[src/include/lfa_pkg.sv]
package lfa_pkg;

	// clock rates: the ref clock steps the state machines at the derived slow rate
	localparam int unsigned REF_CLK_HZ  = 10_000_000;
	localparam int unsigned LOOP_CLK_HZ = 2_000_000;
	localparam int unsigned SM_CLK_HZ   = 500_000;
	localparam int unsigned TICK_CYCLES = REF_CLK_HZ / SM_CLK_HZ;
	localparam logic [4:0]  TICK_LAST   = 5'(TICK_CYCLES - 1);

	// frame geometry: bit 0 (first, sync) lands in vector position 10
	localparam logic [3:0]  LAST_BIT        = 4'hA;
	localparam logic [3:0]  IDENT_CMD_PTR   = 4'h2;
	localparam logic [3:0]  EARLY_PTR_IDENT = 4'h3;
	localparam logic [3:0]  EARLY_PTR_OTHER = 4'h5;

	// control field codes and special data values
	localparam logic [2:0]  CTRL_CMD = 3'h4;
	localparam logic [2:0]  CTRL_RDY = 3'h5;
	localparam logic [7:0]  IFC_DATA = 8'h90;
	localparam logic [7:0]  RFC_DATA = 8'h00;

	// output queue depth
	localparam int          OUT_FIFO_DEPTH = 16;

	typedef struct packed
	{
		logic [2:0] ctrl;
		logic [7:0] data;
	} frame_type;

	localparam frame_type FRAME_RESET = '{ctrl: 3'h0, data: 8'h00};
	localparam frame_type RFC_FRAME   = '{ctrl: CTRL_RDY, data: RFC_DATA};

	typedef enum logic [3:0]
	{
		acceptor_idle            = 4'h0,
		acceptor_load_input      = 4'h1,
		acceptor_retransmit      = 4'h2,
		acceptor_analyzer_state  = 4'h3,
		acceptor_wait_host       = 4'h4,
		acceptor_load_state      = 4'h5,
		acceptor_error_check     = 4'h6,
		acceptor_handshake_state = 4'h7,
		acceptor_auto_reply      = 4'h8,
		acceptor_wait_ready      = 4'h9
	} acceptor_state_type;

	typedef enum logic [1:0]
	{
		driver_idle        = 2'h0,
		driver_retransmit  = 2'h1,
		driver_source      = 2'h2,
		driver_ready_reply = 2'h3
	} driver_state_type;

	// bit p of the frame in transmission order
	function automatic logic frame_bit(frame_type f, logic [3:0] p);
		logic [10:0] v;
		v = f;
		return v[LAST_BIT - p];
	endfunction

	function automatic logic is_data(frame_type f);
		return !f.ctrl[2];
	endfunction

	function automatic logic is_cmd(frame_type f);
		return f.ctrl == CTRL_CMD;
	endfunction

	function automatic logic is_ident(frame_type f);
		return f.ctrl[2:1] == 2'h3;
	endfunction

	function automatic logic is_rfc(frame_type f);
		return (f.ctrl == CTRL_RDY) && (f.data == RFC_DATA);
	endfunction

endpackage

[src/logic/loop_frame_acceptor_driver.sv]
`timescale 1ns/1ps

// output frame queue; registered ready and valid so that the flags are honest
module loop_frame_fifo
#(
	parameter int WIDTH = 11,
	parameter int DEPTH = 16
)
(
	input  wire logic             ref_clk,
	input  wire logic             nrst,
	input  wire logic             in_valid,
	output logic                  in_ready,
	input  wire logic [WIDTH-1:0] in_data,
	output logic                  out_valid,
	input  wire logic             out_ready,
	output logic      [WIDTH-1:0] out_data
);
	localparam int AW = $clog2(DEPTH);

	logic [WIDTH-1:0] mem [DEPTH];   // frame storage
	logic [AW-1:0]    wr_ptr;        // next slot to fill
	logic [AW-1:0]    rd_ptr;        // oldest slot
	logic [AW:0]      count;         // words held
	logic [AW:0]      next_count;
	logic             push;
	logic             pop;

	assign push     = in_valid && in_ready;
	assign pop      = out_valid && out_ready;
	assign out_data = mem[rd_ptr];

	// occupancy after this edge
	always_comb
	begin
		next_count = count;
		if (push && !pop)
			next_count = count + (AW+1)'(1);
		else if (pop && !push)
			next_count = count - (AW+1)'(1);
	end

	// storage has no reset; only words counted valid are ever read
	always_ff @(posedge ref_clk)
	begin
		if (push)
			mem[wr_ptr] <= in_data;
	end

	// pointers and flags
	always_ff @(posedge ref_clk or negedge nrst)
	begin
		if (!nrst)
		begin
			wr_ptr    <= '0;
			rd_ptr    <= '0;
			count     <= '0;
			in_ready  <= 1'h1;
			out_valid <= 1'h0;
		end
		else
		begin
			if (push)
				wr_ptr <= (wr_ptr == AW'(DEPTH - 1)) ? '0 : wr_ptr + AW'(1);
			if (pop)
				rd_ptr <= (rd_ptr == AW'(DEPTH - 1)) ? '0 : rd_ptr + AW'(1);
			count     <= next_count;
			in_ready  <= next_count != (AW+1)'(DEPTH);
			out_valid <= next_count != '0;
		end
	end
endmodule

module loop_frame_acceptor_driver
#(
	parameter int FIFO_DEPTH = lfa_pkg::OUT_FIFO_DEPTH
)
(
	input  wire logic              ref_clk,
	input  wire logic              nrst,
	input  wire logic              rx_bit_strobe,
	input  wire logic              rx_bit,
	input  wire logic              rx_sync,
	output logic                   tx_bit_strobe,
	output logic                   tx_bit,
	output logic                   tx_sync,
	input  wire logic              talker_active_bit,
	input  wire logic              listener_active_bit,
	input  wire logic              controller_active_bit,
	input  wire logic              system_controller,
	input  wire logic              set_local_ready_bit,
	input  wire logic              clear_interface_clear,
	input  wire logic              host_read_any,
	input  wire logic              host_read_rx_data,
	input  wire logic              out_write_valid,
	input  wire lfa_pkg::frame_type out_write_data,
	output logic                   out_write_ready,
	output lfa_pkg::frame_type     rx_frame,
	output logic [2:0]             ctrl_image,
	output logic                   frame_available_flag,
	output logic                   frame_error_flag,
	output logic                   output_available_flag,
	output logic                   interface_clear_received,
	output logic                   local_ready_flag,
	output logic                   frame_match_flag,
	output logic                   receive_transfer_abort,
	output logic                   load_receive_regs_strobe,
	output logic                   output_pointer_done,
	output logic                   acceptor_idle_status
);
	logic [4:0]                  tick_count;      // slow-rate divider
	logic                        tick;            // one state machine step
	logic [3:0]                  in_ptr;          // index of last received bit
	logic                        frame_active;    // bits still expected
	logic [10:0]                 in_buffer;       // raw incoming bits
	logic [10:0]                 next_buffer;
	logic                        buffer_has_ident_or_cmd;
	logic                        ident_cmd_event; // identify/command seen while busy
	logic                        abort_seen;      // abort held until next step
	logic                        input_register_load_gate;
	lfa_pkg::frame_type          in_reg;          // frame under decode
	logic                        early_retransmit_enable;
	lfa_pkg::acceptor_state_type acc;
	lfa_pkg::acceptor_state_type next_acc;
	lfa_pkg::driver_state_type   drv;
	lfa_pkg::frame_type          out_reg;         // last sourced frame
	lfa_pkg::frame_type          send_frame;
	logic [3:0]                  out_ptr;         // output bit pointer
	logic                        send_ok;
	logic                        served;          // driver took acceptor request
	logic                        awaiting_return; // sourced frame due back
	logic                        go_load;         // failed check heads to load
	logic                        arm_output_available;
	logic                        fifo_valid;
	lfa_pkg::frame_type          fifo_data;
	logic                        pop;
	logic                        host_write;
	logic                        bit_differs;
	logic                        check_done;
	logic                        flags_clear;

	assign tick        = tick_count == lfa_pkg::TICK_LAST;
	assign host_write  = out_write_valid && out_write_ready;
	assign flags_clear = !frame_available_flag && !frame_error_flag;
	assign check_done  = (acc == lfa_pkg::acceptor_error_check) && !input_register_load_gate
		&& (out_ptr == lfa_pkg::LAST_BIT);
	assign bit_differs = lfa_pkg::frame_bit(in_reg, out_ptr) != lfa_pkg::frame_bit(out_reg, out_ptr);
	assign pop = tick && (drv == lfa_pkg::driver_idle) && (acc == lfa_pkg::acceptor_idle)
		&& !input_register_load_gate && !frame_active && fifo_valid;

	loop_frame_fifo
	#(
		.WIDTH (11),
		.DEPTH (FIFO_DEPTH)
	)
	out_fifo
	(
		.ref_clk   (ref_clk),
		.nrst      (nrst),
		.in_valid  (out_write_valid),
		.in_ready  (out_write_ready),
		.in_data   (out_write_data),
		.out_valid (fifo_valid),
		.out_ready (pop),
		.out_data  (fifo_data)
	);

	// slow tick; a divider instead of a second clock keeps one domain
	// derived stepping rate
	always_ff @(posedge ref_clk or negedge nrst)
	begin
		if (!nrst)
			tick_count <= '0;
		else
			tick_count <= tick ? '0 : tick_count + 5'h01;
	end

	// buffer image after this edge's bit
	always_comb
	begin
		next_buffer = in_buffer;
		if (rx_bit_strobe && rx_sync)
			next_buffer = {rx_bit, 10'h000};
		else if (rx_bit_strobe && frame_active)
			next_buffer[lfa_pkg::LAST_BIT - (in_ptr + 4'h1)] = rx_bit;
	end

	// receiver: pointer, buffer, abort detect
	always_ff @(posedge ref_clk or negedge nrst)
	begin
		if (!nrst)
		begin
			in_ptr                 <= '0;
			frame_active           <= 1'h0;
			in_buffer              <= '0;
			buffer_has_ident_or_cmd <= 1'h0;
			receive_transfer_abort <= 1'h0;
		end
		else
		begin
			receive_transfer_abort <= 1'h0;
			in_buffer              <= next_buffer;
			if (rx_bit_strobe && rx_sync)
			begin
				receive_transfer_abort <= frame_active;
				in_ptr                 <= '0;
				frame_active           <= 1'h1;
				buffer_has_ident_or_cmd <= 1'h0;
			end
			else if (rx_bit_strobe && frame_active)
			begin
				in_ptr       <= in_ptr + 4'h1;
				frame_active <= (in_ptr + 4'h1) != lfa_pkg::LAST_BIT;
				if ((in_ptr + 4'h1) == lfa_pkg::IDENT_CMD_PTR)
					buffer_has_ident_or_cmd <= next_buffer[10:9] == 2'h3
						|| next_buffer[10:8] == lfa_pkg::CTRL_CMD;
			end
		end
	end

	// events held for the slow step; a new event beats the step's clear
	always_ff @(posedge ref_clk or negedge nrst)
	begin
		if (!nrst)
		begin
			abort_seen      <= 1'h0;
			ident_cmd_event <= 1'h0;
		end
		else
		begin
			if (receive_transfer_abort)
				abort_seen <= 1'h1;
			else if (tick)
				abort_seen <= 1'h0;
			if (buffer_has_ident_or_cmd && frame_active && !input_register_load_gate)
				ident_cmd_event <= 1'h1;
			else if (tick)
				ident_cmd_event <= 1'h0;
		end
	end

	// input register gate and early retransmit enable
	always_ff @(posedge ref_clk or negedge nrst)
	begin
		if (!nrst)
		begin
			input_register_load_gate <= 1'h0;
			in_reg                   <= lfa_pkg::FRAME_RESET;
			early_retransmit_enable  <= 1'h0;
		end
		else
		begin
			if (receive_transfer_abort || (input_register_load_gate && !frame_active))
				input_register_load_gate <= 1'h0;
			// open only into an idle acceptor and a driver that is not retransmitting
			else if (frame_active && acc == lfa_pkg::acceptor_idle
				&& drv != lfa_pkg::driver_retransmit
				&& ((rx_bit_strobe && rx_sync && in_ptr == 4'h0) || buffer_has_ident_or_cmd
					|| !input_register_load_gate))
				input_register_load_gate <= 1'h1;
			if (input_register_load_gate)
				in_reg <= next_buffer;
			if (lfa_pkg::is_ident(in_reg) || lfa_pkg::is_cmd(in_reg))
				early_retransmit_enable <= input_register_load_gate
					&& in_ptr >= lfa_pkg::EARLY_PTR_IDENT;
			else
				early_retransmit_enable <= input_register_load_gate
					&& in_ptr >= lfa_pkg::EARLY_PTR_OTHER;
		end
	end

	// acceptor decisions
	always_comb
	begin
		next_acc = acc;
		unique case (acc)
			lfa_pkg::acceptor_idle:
				if (input_register_load_gate)
					next_acc = lfa_pkg::acceptor_load_input;
			lfa_pkg::acceptor_load_input:
				if (abort_seen)
					next_acc = lfa_pkg::acceptor_idle;
				else if (talker_active_bit && listener_active_bit)
					next_acc = lfa_pkg::acceptor_analyzer_state;
				// data at sync, command and identify at early enable
				else if (!controller_active_bit && !awaiting_return
					&& (lfa_pkg::is_data(in_reg) || ((lfa_pkg::is_cmd(in_reg)
					|| lfa_pkg::is_ident(in_reg)) && early_retransmit_enable)))
					next_acc = lfa_pkg::acceptor_retransmit;
				else if (input_register_load_gate)
					next_acc = lfa_pkg::acceptor_load_input;
				else if (controller_active_bit && (lfa_pkg::is_rfc(in_reg)
					|| (!system_controller && lfa_pkg::is_cmd(in_reg)
					&& in_reg.data == lfa_pkg::IFC_DATA)))
					next_acc = lfa_pkg::acceptor_handshake_state;
				else if (awaiting_return)
					next_acc = lfa_pkg::acceptor_error_check;
				else if (!controller_active_bit && lfa_pkg::is_rfc(in_reg))
					next_acc = local_ready_flag ? lfa_pkg::acceptor_auto_reply
						: lfa_pkg::acceptor_wait_ready;
				else
					next_acc = lfa_pkg::acceptor_wait_host;
			lfa_pkg::acceptor_retransmit:
				if (served && drv == lfa_pkg::driver_idle && !input_register_load_gate)
				begin
					if (lfa_pkg::is_cmd(in_reg) || (lfa_pkg::is_data(in_reg)
						&& listener_active_bit))
					begin
						if (flags_clear)
							next_acc = lfa_pkg::acceptor_load_state;
					end
					else
						next_acc = lfa_pkg::acceptor_idle;
				end
			lfa_pkg::acceptor_analyzer_state:
				if (!input_register_load_gate)
					next_acc = lfa_pkg::acceptor_wait_host;
			lfa_pkg::acceptor_wait_host:
				// new identify/command drops the held frame
				if (ident_cmd_event)
					next_acc = lfa_pkg::acceptor_idle;
				else if (flags_clear)
					next_acc = lfa_pkg::acceptor_load_state;
			lfa_pkg::acceptor_load_state:
				if (!host_read_any)
					next_acc = lfa_pkg::acceptor_idle;
			lfa_pkg::acceptor_error_check:
				if (host_write)
					next_acc = lfa_pkg::acceptor_idle;
				else if (check_done)
				begin
					if (!frame_match_flag || bit_differs)
						next_acc = lfa_pkg::acceptor_handshake_state;
					else if (lfa_pkg::is_cmd(in_reg))
						next_acc = lfa_pkg::acceptor_auto_reply;
					else
						next_acc = lfa_pkg::acceptor_handshake_state;
				end
			lfa_pkg::acceptor_handshake_state:
				next_acc = go_load ? lfa_pkg::acceptor_wait_host : lfa_pkg::acceptor_idle;
			lfa_pkg::acceptor_auto_reply:
				if (served && drv == lfa_pkg::driver_idle)
					next_acc = lfa_pkg::acceptor_idle;
			lfa_pkg::acceptor_wait_ready:
				if (ident_cmd_event)
					next_acc = lfa_pkg::acceptor_idle;
				else if (local_ready_flag)
					next_acc = lfa_pkg::acceptor_auto_reply;
			default:
				next_acc = lfa_pkg::acceptor_idle;
		endcase
	end

	// acceptor state register and its side flags
	always_ff @(posedge ref_clk or negedge nrst)
	begin
		if (!nrst)
		begin
			acc                  <= lfa_pkg::acceptor_idle;
			go_load              <= 1'h0;
			acceptor_idle_status <= 1'h1;
		end
		else
		begin
			if (tick)
			begin
				acc                  <= next_acc;
				acceptor_idle_status <= next_acc == lfa_pkg::acceptor_idle;
				if (acc == lfa_pkg::acceptor_error_check && check_done)
					go_load <= !frame_match_flag || bit_differs;
				else if (acc == lfa_pkg::acceptor_handshake_state)
					go_load <= 1'h0;
			end
		end
	end

	// sourced frame is expected back for checking
	always_ff @(posedge ref_clk or negedge nrst)
	begin
		if (!nrst)
			awaiting_return <= 1'h0;
		// armed at launch: a short loop can echo the frame before it is fully sent
		else if (pop)
			awaiting_return <= 1'h1;
		else if (tick && acc == lfa_pkg::acceptor_load_input && next_acc != acc)
			awaiting_return <= 1'h0;
	end

	// match flag
	always_ff @(posedge ref_clk or negedge nrst)
	begin
		if (!nrst)
			frame_match_flag <= 1'h0;
		// set on entry, cleared only by a compare miss
		else if (tick && acc == lfa_pkg::acceptor_idle && next_acc != acc)
			frame_match_flag <= 1'h1;
		else if (tick && acc == lfa_pkg::acceptor_error_check && !input_register_load_gate
			&& bit_differs)
			frame_match_flag <= 1'h0;
	end

	// retransmit waits for each bit to arrive so the receiver is never overrun
	always_comb
	begin
		send_ok    = 1'h1;
		send_frame = out_reg;
		unique case (drv)
			lfa_pkg::driver_retransmit:
			begin
				send_frame = in_reg;
				send_ok    = !input_register_load_gate || out_ptr <= in_ptr;
			end
			lfa_pkg::driver_ready_reply:
				send_frame = lfa_pkg::RFC_FRAME;
			lfa_pkg::driver_source,
			lfa_pkg::driver_idle:
				send_frame = out_reg;
		endcase
	end

	// output pointer, shared by transmission and error checking
	always_ff @(posedge ref_clk or negedge nrst)
	begin
		if (!nrst)
		begin
			out_ptr             <= '0;
			output_pointer_done <= 1'h0;
		end
		else
		begin
			output_pointer_done <= 1'h0;
			if (tick && acc == lfa_pkg::acceptor_error_check && host_write)
				out_ptr <= '0;
			else if (tick && ((drv != lfa_pkg::driver_idle && send_ok)
				|| (acc == lfa_pkg::acceptor_error_check && !input_register_load_gate)))
			begin
				out_ptr             <= (out_ptr == lfa_pkg::LAST_BIT) ? '0 : out_ptr + 4'h1;
				output_pointer_done <= out_ptr == lfa_pkg::LAST_BIT;
			end
		end
	end

	// driver machine and transmit bits
	always_ff @(posedge ref_clk or negedge nrst)
	begin
		if (!nrst)
		begin
			drv           <= lfa_pkg::driver_idle;
			served        <= 1'h0;
			out_reg       <= lfa_pkg::FRAME_RESET;
			tx_bit_strobe <= 1'h0;
			tx_bit        <= 1'h0;
			tx_sync       <= 1'h0;
		end
		else
		begin
			tx_bit_strobe <= 1'h0;
			if (acc != lfa_pkg::acceptor_retransmit && acc != lfa_pkg::acceptor_auto_reply)
				served <= 1'h0;
			if (tick)
			begin
				unique case (drv)
					lfa_pkg::driver_idle:
						if (acc == lfa_pkg::acceptor_retransmit && !served)
						begin
							served <= 1'h1;
							drv    <= lfa_pkg::driver_retransmit;
						end
						else if (acc == lfa_pkg::acceptor_auto_reply && !served)
						begin
							served <= 1'h1;
							drv    <= lfa_pkg::driver_ready_reply;
						end
						else if (pop)
						begin
							out_reg <= fifo_data;
							drv     <= lfa_pkg::driver_source;
						end
					lfa_pkg::driver_retransmit,
					lfa_pkg::driver_source,
					lfa_pkg::driver_ready_reply:
						if (send_ok)
						begin
							tx_bit_strobe <= 1'h1;
							tx_bit        <= lfa_pkg::frame_bit(send_frame, out_ptr);
							tx_sync       <= out_ptr == 4'h0;
							if (out_ptr == lfa_pkg::LAST_BIT)
								drv <= lfa_pkg::driver_idle;
						end
				endcase
			end
		end
	end

	// host-facing registers and flags; every set wins over its clear
	always_ff @(posedge ref_clk or negedge nrst)
	begin
		if (!nrst)
		begin
			rx_frame                 <= lfa_pkg::FRAME_RESET;
			ctrl_image               <= 3'h0;
			load_receive_regs_strobe <= 1'h0;
			frame_available_flag     <= 1'h0;
			frame_error_flag         <= 1'h0;
			arm_output_available     <= 1'h0;
			output_available_flag    <= 1'h0;
			interface_clear_received <= 1'h0;
			local_ready_flag         <= 1'h0;
		end
		else
		begin
			load_receive_regs_strobe <= 1'h0;
			if (host_read_rx_data)
			begin
				frame_available_flag <= 1'h0;
				frame_error_flag     <= 1'h0;
				ctrl_image           <= rx_frame.ctrl;
			end
			// no load while the host reads
			if (tick && acc == lfa_pkg::acceptor_load_state && !host_read_any)
			begin
				// copy frame, one flag by match
				load_receive_regs_strobe <= 1'h1;
				rx_frame                 <= in_reg;
				frame_available_flag     <= frame_match_flag;
				frame_error_flag         <= !frame_match_flag;
			end
			// armed while waiting, spent on the return to idle
			if (tick && acc == lfa_pkg::acceptor_wait_host
				&& next_acc != lfa_pkg::acceptor_idle)
				arm_output_available <= 1'h1;
			else if (tick && acc != lfa_pkg::acceptor_idle && next_acc == lfa_pkg::acceptor_idle)
				arm_output_available <= 1'h0;
			if (tick && acc != lfa_pkg::acceptor_idle && next_acc == lfa_pkg::acceptor_idle
				&& (arm_output_available || acc == lfa_pkg::acceptor_handshake_state
				|| acc == lfa_pkg::acceptor_wait_host))
				output_available_flag <= 1'h1;
			else if (host_write)
				output_available_flag <= 1'h0;
			if (tick && acc == lfa_pkg::acceptor_load_input && controller_active_bit
				&& !system_controller && !input_register_load_gate && lfa_pkg::is_cmd(in_reg)
				&& in_reg.data == lfa_pkg::IFC_DATA)
				interface_clear_received <= 1'h1;
			else if (clear_interface_clear)
				interface_clear_received <= 1'h0;
			if (set_local_ready_bit)
				local_ready_flag <= 1'h1;
			else if (tick && acc == lfa_pkg::acceptor_auto_reply && next_acc != acc)
				local_ready_flag <= 1'h0;
		end
	end
endmodule

[config.mk]
export PLATFORM = sky130hd
export DESIGN_NAME = loop_frame_acceptor_driver
export DESIGN_NICKNAME = d
export VERILOG_FILES = /design/src/include/lfa_pkg.sv /design/src/logic/loop_frame_acceptor_driver.sv
export SDC_FILE = /design/constraint.sdc
export NUM_CORES = 1
export LEC_CHECK = 0
export BUFFER_PORTS_ARGS = -buffer_cell sky130_fd_sc_hd__buf_2
export CAP_MARGIN = 20
export CELL_PAD_IN_SITES_DETAIL_PLACEMENT = 1
export CELL_PAD_IN_SITES_GLOBAL_PLACEMENT = 2
export CORE_MARGIN = 2
export CORE_UTILIZATION = 48
export CTS_CLUSTER_SIZE = 8
export DETAILED_ROUTE_END_ITERATION = 8
export PLACE_DENSITY = 0.94
export RECOVER_POWER = 25
export SKIP_CTS_REPAIR_TIMING = 1
export SYNTH_ARGS = -nofsm -noshare
export SYNTH_HDL_FRONTEND = slang
export SYNTH_HIERARCHICAL = 1
export SYNTH_SLANG_ARGS = --single-unit
[constraint.sdc]
create_clock -name ref_clk -period 5.14 [get_ports ref_clk]
set_clock_uncertainty 0.2 [all_clocks]
set_input_delay 0.514 -clock ref_clk [delete_from_list [all_inputs] [get_ports ref_clk]]
set_output_delay 0.514 -clock ref_clk [all_outputs]
set_load 0.05 [all_outputs]
==> impl_metrics.py, run 1 <==
metrics = {
    "clock_tree": {
        "clock_insertion_delay_worst_skew_ns": 0.54,
        "clock_tree.htree_level_count": 2,
        "cts-root-buf": "clkbuf_16",
        "path_clk_slew_ns": 0.05,
        "cts_sinks": 280,
        "cts-buffers-inserted": 41,
        "cts-root-to-sink-buffers": 3,
        "tritoncts": "done",
    },
    "power": {
        "power_density_mw_per_mm2": 415.1,
        "p_leak_nw": 5.286,
        "peakVddDrop_v": 0.0002964,
    },
    "layout": {
        "top_register": "out_fifo/mem",
        "instances_no_fill": 1281,
        "antennaDiodeCount": 0,
        "drive_above_1_share": 0.2178,
        "final_cell_mix": "176 x edfxtp_1, 100 x dfrtp_1, 61 x nand2_1",
        "mostFrequentLayoutCell": "edfxtp_1",
        "num-nets-final": 973,
        "largest_register_ff_count": 176,
        "area_delta_synth_final_pct": 13.58,
        "cell_area_after_layout_mm2": 0.01422,
    },
    "detailed_routing": {
        "drt-vias-per-instance": 5.914,
        "detailed_route_drc_error_count": 0,
        "drt-total-wl_mm": 29.16,
        "drt_first_iter_violations": 463,
        "vias": 7576,
        "drt-pass1-iter-count": 4,
        "detail-route-antenna-nets": 0,
        "wl_per_cell_um": 22.76,
    },
    "logic_synthesis": {
        "post_synth_mux_area_share": 0.1314,
        "synth-edff-count": 176,
        "synthArstFlopShare": 0.3714,
        "yosysSeqAreaShare": 0.6300,
        "post_synth_and_or_nand_nor_area_fraction": 0.09510,
        "syn_area_per_cell_um2": 14.58,
        "synth_top_family_by_area": "multiplexers",
        "synth.net_count": 907,
        "post_synth_instance_area_mm2": 0.01252,
        "synth_ff_type": "edfxtp_1",
        "postSynthRegisterBits": 280,
        "synth_cells": 859,
        "ys.warnings.count": 6,
        "synth_xor_area_frac": 0.01598,
        "netlist-cell-type-count": 79,
        "synth_adder_area_share": 0.02298,
        "synth_compound_area_frac": 0.07872,
    },
    "sta": {
        "timing.max_slew.rel_slack": 0.3755,
        "totalNegativeSetupSlack_ns": 0,
        "finalWorstSetupSlack_ns": 1.698,
        "setup_viols_final": 0,
        "grt_setup_unrepaired": "no",
        "final.min_clock_period_ns": 3.442,
        "achievable-frequency_ghz": 0.2905,
        "final_max_slew_viol_count": 0,
        "share_of_the_clock_period_used_by_the_worst_path_after_layout": 0.6696,
        "final_hold_viol_count": 0,
        "worst-slew-pin-transition_ns": 0.9349,
    },
    "placement": {
        "numPlacedInstances": 1214,
        "dpl.hpwl_mm": 19.49,
        "dp_slack_ns": 1.731,
        "instance_area_at_placement_mm2": 0.01303,
        "gpl.final_weighted_congestion": 0.8389,
        "numPortBuffers": 52,
    },
    "floorplanning": {
        "num_rows": 59,
        "initial_core_util": 0.4847,
        "chipWidth_um": 165.5,
        "io-pin-count": 53,
        "die_y_um": 165.5,
        "dieArea_mm2": 0.02740,
        "core_area_mm2": 0.02584,
    },
    "worst_setup_path": {
        "worst_setup_path_start_kind": "register",
        "worstRegToRegCells": 10,
        "cp_cell_sequence": "inv_1 > ha_1 > mux4_1 > xnor2_1 > nand3_1 > o211a_2 > o21a_1 > a21oi_2 > nor4b_1 > a311o_1",
        "timing.setup.critical_path_class": "register to register",
        "worstPathBufferInverterCount": 1,
        "arrival_ns": 3.67,
        "capturing_element_type_of_the_critical_path": "register",
        "timing.critical_path.depth": 10,
        "critical_path.top_delay_family": "compound AO/OA/AOI/OAI gates",
        "crit_path_top_delay_cell": "dfrtp_1",
        "crit_path_max_fanout": 15,
        "timing.critical_path.slowest_cell_delay_ns": 0.68,
        "worst-endpoint-required_ns": 5.37,
    },
    "global_routing": {
        "grt_pass1_wl_mm": 46.46,
        "grt_start_max_net_pins": 60,
        "grt_pass1_vias": 8221,
        "antenna_found_initial": 0,
        "grt-ovfl-total": 0,
        "grt_use_total": 0.2254,
    },
    "hold_path": {
        "timing.hold.worst_path_depth": 2,
        "hold_removal_path_class": "input pin to register",
    },
    "job": {
        "cap_violations": 0,
    },
    "status": {
        "outcome": "complete, no violations",
    },
}
logic make-up after synthesis:
family,count (synthesis)
multiplexers,99
AO/OA/AOI/OAI,142
flip-flops,280
buffers and inverters,64
AND/OR/NAND/NOR,229
adder cells (fa/ha/maj),23
XOR/XNOR,22
worst paths after layout:
| check | from | endpoint | slack, ns |
|---|---|---|---|
| min in group asynchronous | nrst | rx_frame[9] | 0.39 |
| worst min register to register | tick_count[0] | tick_count[0] | 0.26 |
| worst min-delay path | set_local_ready_bit | local_ready_flag | 0.003 |
| max in group asynchronous | nrst | out_fifo/rd_ptr[0] | 3.21 |
| worst max register to register | out_ptr[0] | local_ready_flag | 1.70 |
| worst max-delay path | out_ptr[0] | local_ready_flag | 1.70 |
cell type report:
| type | count | area [µm²] |
|---|---|---|
| clock inverters | 3 | 45.04 |
| multi-input cells | 515 | 4317 |
| fillers | 2514 | 11610 |
| well taps | 335 | 419.2 |
| inverters | 27 | 101.3 |
| repair buffers | 60 | 327.8 |
| clock buffers | 61 | 1122 |
| flip-flops and latches | 280 | 7893 |
metal layers:
layer,track usage,share of wire
met1,0.2798,0.42
met4,0.08973,0.025
met5,0,0
met3,0.03846,0.039
met2,0.3938,0.52
cells in the mapped netlist, types with 14 or more instances:
| cell type | count | area share |
|---|---|---|
| o21ai_0 | 36 | 0.014 |
| ha_1 | 23 | 0.023 |
| dfrtp_1 | 102 | 0.20 |
| mux2_2 | 37 | 0.033 |
| nor3_1 | 16 | 0.0064 |
| nor2_1 | 52 | 0.016 |
| a21oi_1 | 14 | 0.0056 |
| mux2i_1 | 14 | 0.011 |
| a22oi_1 | 25 | 0.015 |
| inv_1 | 27 | 0.0081 |
| nand2_1 | 61 | 0.018 |
| mux4_2 | 46 | 0.083 |
| xnor2_1 | 18 | 0.013 |
| nand3_1 | 18 | 0.0072 |
| and2_1 | 17 | 0.0085 |
| edfxtp_1 | 176 | 0.42 |
metrics by stage:
stage / hold slack [ns] / util / power (mW)
6_report: 0.002582 / 0.5506 / 5.905
3_3_place_gp: 0.2463 / 0.5043 / 3.450
2_1_floorplan: 0.01841 / - / 3.236
4_1_cts: -0.1380 / 0.5495 / 5.974
3_5_place_dp: 0.2628 / 0.5043 / 3.496
5_1_grt: 0.007734 / 0.5506 / 6.165
power breakdown:
part / internal, mW / switching [mW] / total [mW]
clock network: 1.50 / 0.949 / 2.44
logic: 0.254 / 0.418 / 0.672
registers: 2.62 / 0.167 / 2.79
total: 4.37 / 1.53 / 5.91
Power figures use the tool's default switching activity.
==> run 2, diff against run 1 <==
- ABC_AREA: default -> 1
- CORE_UTILIZATION: 48 -> 36
- PLACE_DENSITY: 0.94 -> 0.85
- clock period: 5.14 -> 3.06 ns (I/O delays scaled with it)
==> impl_metrics.py, run 2 <==
metrics = {
    "status": {
        "outcome": "complete, no violations",
    },
    "floorplanning": {
        "chipWidth_um": 192.6,
        "num_rows": 69,
        "initial_core_util": 0.3625,
        "io-pin-count": 53,
        "core_area_mm2": 0.03531,
        "dieArea_mm2": 0.03708,
        "die_y_um": 192.6,
    },
    "placement": {
        "dpl.hpwl_mm": 22.56,
        "gpl.final_weighted_congestion": 0.8170,
        "numPortBuffers": 52,
    },
    "worst_setup_path": {
        "crit_path_max_fanout": 8,
        "timing.critical_path.depth": 17,
        "arrival_ns": 2.98,
        "worstRegToRegCells": 17,
        "timing.setup.critical_path_class": "register to register",
        "timing.critical_path.slowest_cell_delay_ns": 0.44,
        "cp_cell_sequence": "inv_1 > ha_2 > inv_1 > nand3_1 > nand2_1 > nand2_1 > nand3_1 > nand2_1 > nand2_1 > nand2_2 > nand3_4 > nand2_2 > nand2_1 > nor2_1 > nand4_1 > nand2_1 > nand2_1",
        "capturing_element_type_of_the_critical_path": "register",
        "timing.critical_path.mode_cell": "nand2_1",
        "worstPathBufferInverterCount": 2,
        "critical_path.top_delay_family": "simple AND/OR/NAND/NOR gates",
        "worst-endpoint-required_ns": 3.30,
        "worst_setup_path_start_kind": "register",
        "crit_path_top_delay_cell": "ha_2",
    },
    "layout": {
        "final_util": 0.4262,
        "mostFrequentLayoutCell": "nand2_1",
        "total_area_of_multi_input_combinational_cells_mm2": 0.004156,
        "num-nets-final": 1427,
        "antennaDiodeCount": 0,
        "seqCellArea_mm2": 0.007895,
        "drive_above_1_share": 0.1080,
        "top_register": "out_fifo/mem",
        "largest_register_ff_count": 176,
        "area_delta_synth_final_pct": 17.57,
        "fill_cells": 3948,
        "final_cell_mix": "225 x nand2_1, 176 x edfxtp_1, 157 x o21ai_0",
    },
    "hold_path": {
        "hold_removal_path_class": "input pin to register",
        "timing.hold.worst_path_depth": 3,
    },
    "sta": {
        "timing.max_slew.rel_slack": 0.4907,
        "share_of_the_clock_period_used_by_the_worst_path_after_layout": 0.8946,
        "worst-slew-pin-transition_ns": 0.7640,
        "final_hold_viol_count": 0,
        "grt_setup_unrepaired": "no",
        "final.min_clock_period_ns": 2.738,
        "totalNegativeSetupSlack_ns": 0,
        "final_max_slew_viol_count": 0,
        "setup_viols_final": 0,
        "achievable-frequency_ghz": 0.3653,
    },
    "power": {
        "p_leak_nw": 6.048,
        "power_density_mw_per_mm2": 711.5,
        "peakVddDrop_v": 0.0005225,
    },
    "clock_tree": {
        "clock_insertion_delay_worst_skew_ns": 0.55,
        "clock_tree.htree_level_count": 2,
        "cts-root-buf": "clkbuf_16",
        "tritoncts": "done",
        "cts-root-to-sink-buffers": 3,
        "cts_sinks": 280,
        "cts-buffers-inserted": 41,
        "path_clk_slew_ns": 0.05,
    },
    "logic_synthesis": {
        "synth.net_count": 1333,
        "synth-edff-count": 176,
        "yosys-top-cells-area": "edfxtp_1 41%, dfrtp_1 20%, nand2_1 6.6%",
        "post-synth-top-count-cell": "nand2_1",
        "synth_ff_type": "edfxtp_1",
        "netlist-cell-type-count": 53,
        "netlist_top_cells_count": "225 x nand2_1, 176 x edfxtp_1, 157 x o21ai_0",
        "postSynthRegisterBits": 280,
        "synth_cells": 1285,
        "synthArstFlopShare": 0.3714,
        "syn_area_per_cell_um2": 9.961,
        "leading_area_contributor_after_synthesis": "edfxtp_1",
        "yosys.area.top_type_share": 0.4129,
        "yosysSeqAreaShare": 0.6164,
        "ys.warnings.count": 6,
        "post_synth_instance_area_mm2": 0.01280,
    },
    "detailed_routing": {
        "wl_per_cell_um": 18.54,
        "detailed_route_drc_error_count": 0,
        "detail-route-antenna-nets": 0,
        "drt-total-wl_mm": 34.63,
        "drt_first_iter_violations": 485,
        "drt-pass1-iter-count": 5,
        "drt-vias-per-instance": 5.128,
        "vias": 9580,
    },
    "global_routing": {
        "grt_use_total": 0.1913,
        "grt_pass1_vias": 10105,
        "grt_pass1_wl_mm": 54.94,
        "grt_start_max_net_pins": 113,
        "grt-ovfl-total": 0,
        "antenna_found_initial": 0,
    },
    "job": {
        "cap_violations": 0,
    },
}
## run 2: cell types whose count changed after synthesis, sizes merged, moves of 48 or more
cell,delta
mux4,-48
nand3,+71
o21ai,+125
nand2,+172
inv,+98
nor2,+104
## run 2: layer usage
layer  track usage  part of all wire  wire [µm]  vias to the layer above
met5             0                 0          0                        -
met4       0.05255             0.021        729                        0
met3       0.02928             0.039       1351                       54
met2        0.3441              0.51      17530                      188
met1        0.2381              0.43      15020                     4731
li1              -                 -          -                     4607
## run 2: metrics by stage
| step | hold slack (ns) | setup WS (ns) | power (mW) | instance area, µm² | std cells |
|---|---|---|---|---|---|
| 6_report | 0.004402 | 0.3225 | 10.71 | 15050 | 1868 |
| 5_1_grt | 0.006830 | 0.01283 | 11.26 | 15050 | 1868 |
| 4_1_cts | -0.4001 | 0.1657 | 10.85 | 14890 | 1851 |
| 3_5_place_dp | 0.1781 | 0.1725 | 6.528 | 13670 | 1780 |
| 3_3_place_gp | 0.1647 | 0.2845 | 6.459 | 13670 | 1780 |
| 2_1_floorplan | -0.1896 | 0.3889 | 5.881 | 12800 | 1285 |
## run 2: cells by family after synthesis
logic type | count (synthesis) | synth area share
xor gates and xnor gates | 10 | 0.007430
DFF | 280 | 0.6164
adders and majority gates | 23 | 0.02248
AOI/OAI and AO/OA | 285 | 0.1267
muxes | 1 | 0.0007820
and+or+nand+nor | 506 | 0.1672
buffers and inverters | 180 | 0.05904
## run 2: final timing paths
path	startpoint	endpoint	slack, ns
worst max-delay path	out_ptr[1]	arm_output_available	0.32
worst min-delay path	rx_bit	in_buffer[10]	0.004
worst max register to register	out_ptr[1]	arm_output_available	0.32
worst min register to register	tick_count[0]	tick_count[0]	0.26
max in group asynchronous	nrst	out_fifo/in_ready	1.75
min in group asynchronous	nrst	rx_frame[4]	0.12
## run 2: report_power, final
group / total, mW / internal, mW / leakage, nW / switching (mW)
Combinational: 1.79 / 0.510 / 2.53 / 1.28
Sequential: 4.68 / 4.48 / 2.95 / 0.206
Clock: 4.23 / 2.52 / 0.570 / 1.71
## run 2: layout make-up
type,instances,area share
Multi-Input combinational cell,825,0.2762
Timing Repair Buffer,104,0.04781
Clock inverter,4,0.006485
Clock buffer,67,0.07467
Sequential cell,280,0.5247
Inverter,127,0.03185
Tap cell,461,0.03833
## run 2: worst reg2reg max path, cell delays in order, from the launching register on
cell and delay, ns:
dfrtp_2 0.43, inv_1 0.10, ha_2 0.44, inv_1 0.15, nand3_1 0.14, nand2_1 0.06, nand2_1 0.05, nand3_1 0.08
nand2_1 0.11, nand2_1 0.07, nand2_2 0.12, nand3_4 0.10, nand2_2 0.11, nand2_1 0.08, nor2_1 0.13, nand4_1 0.14
nand2_1 0.08, nand2_1 0.04
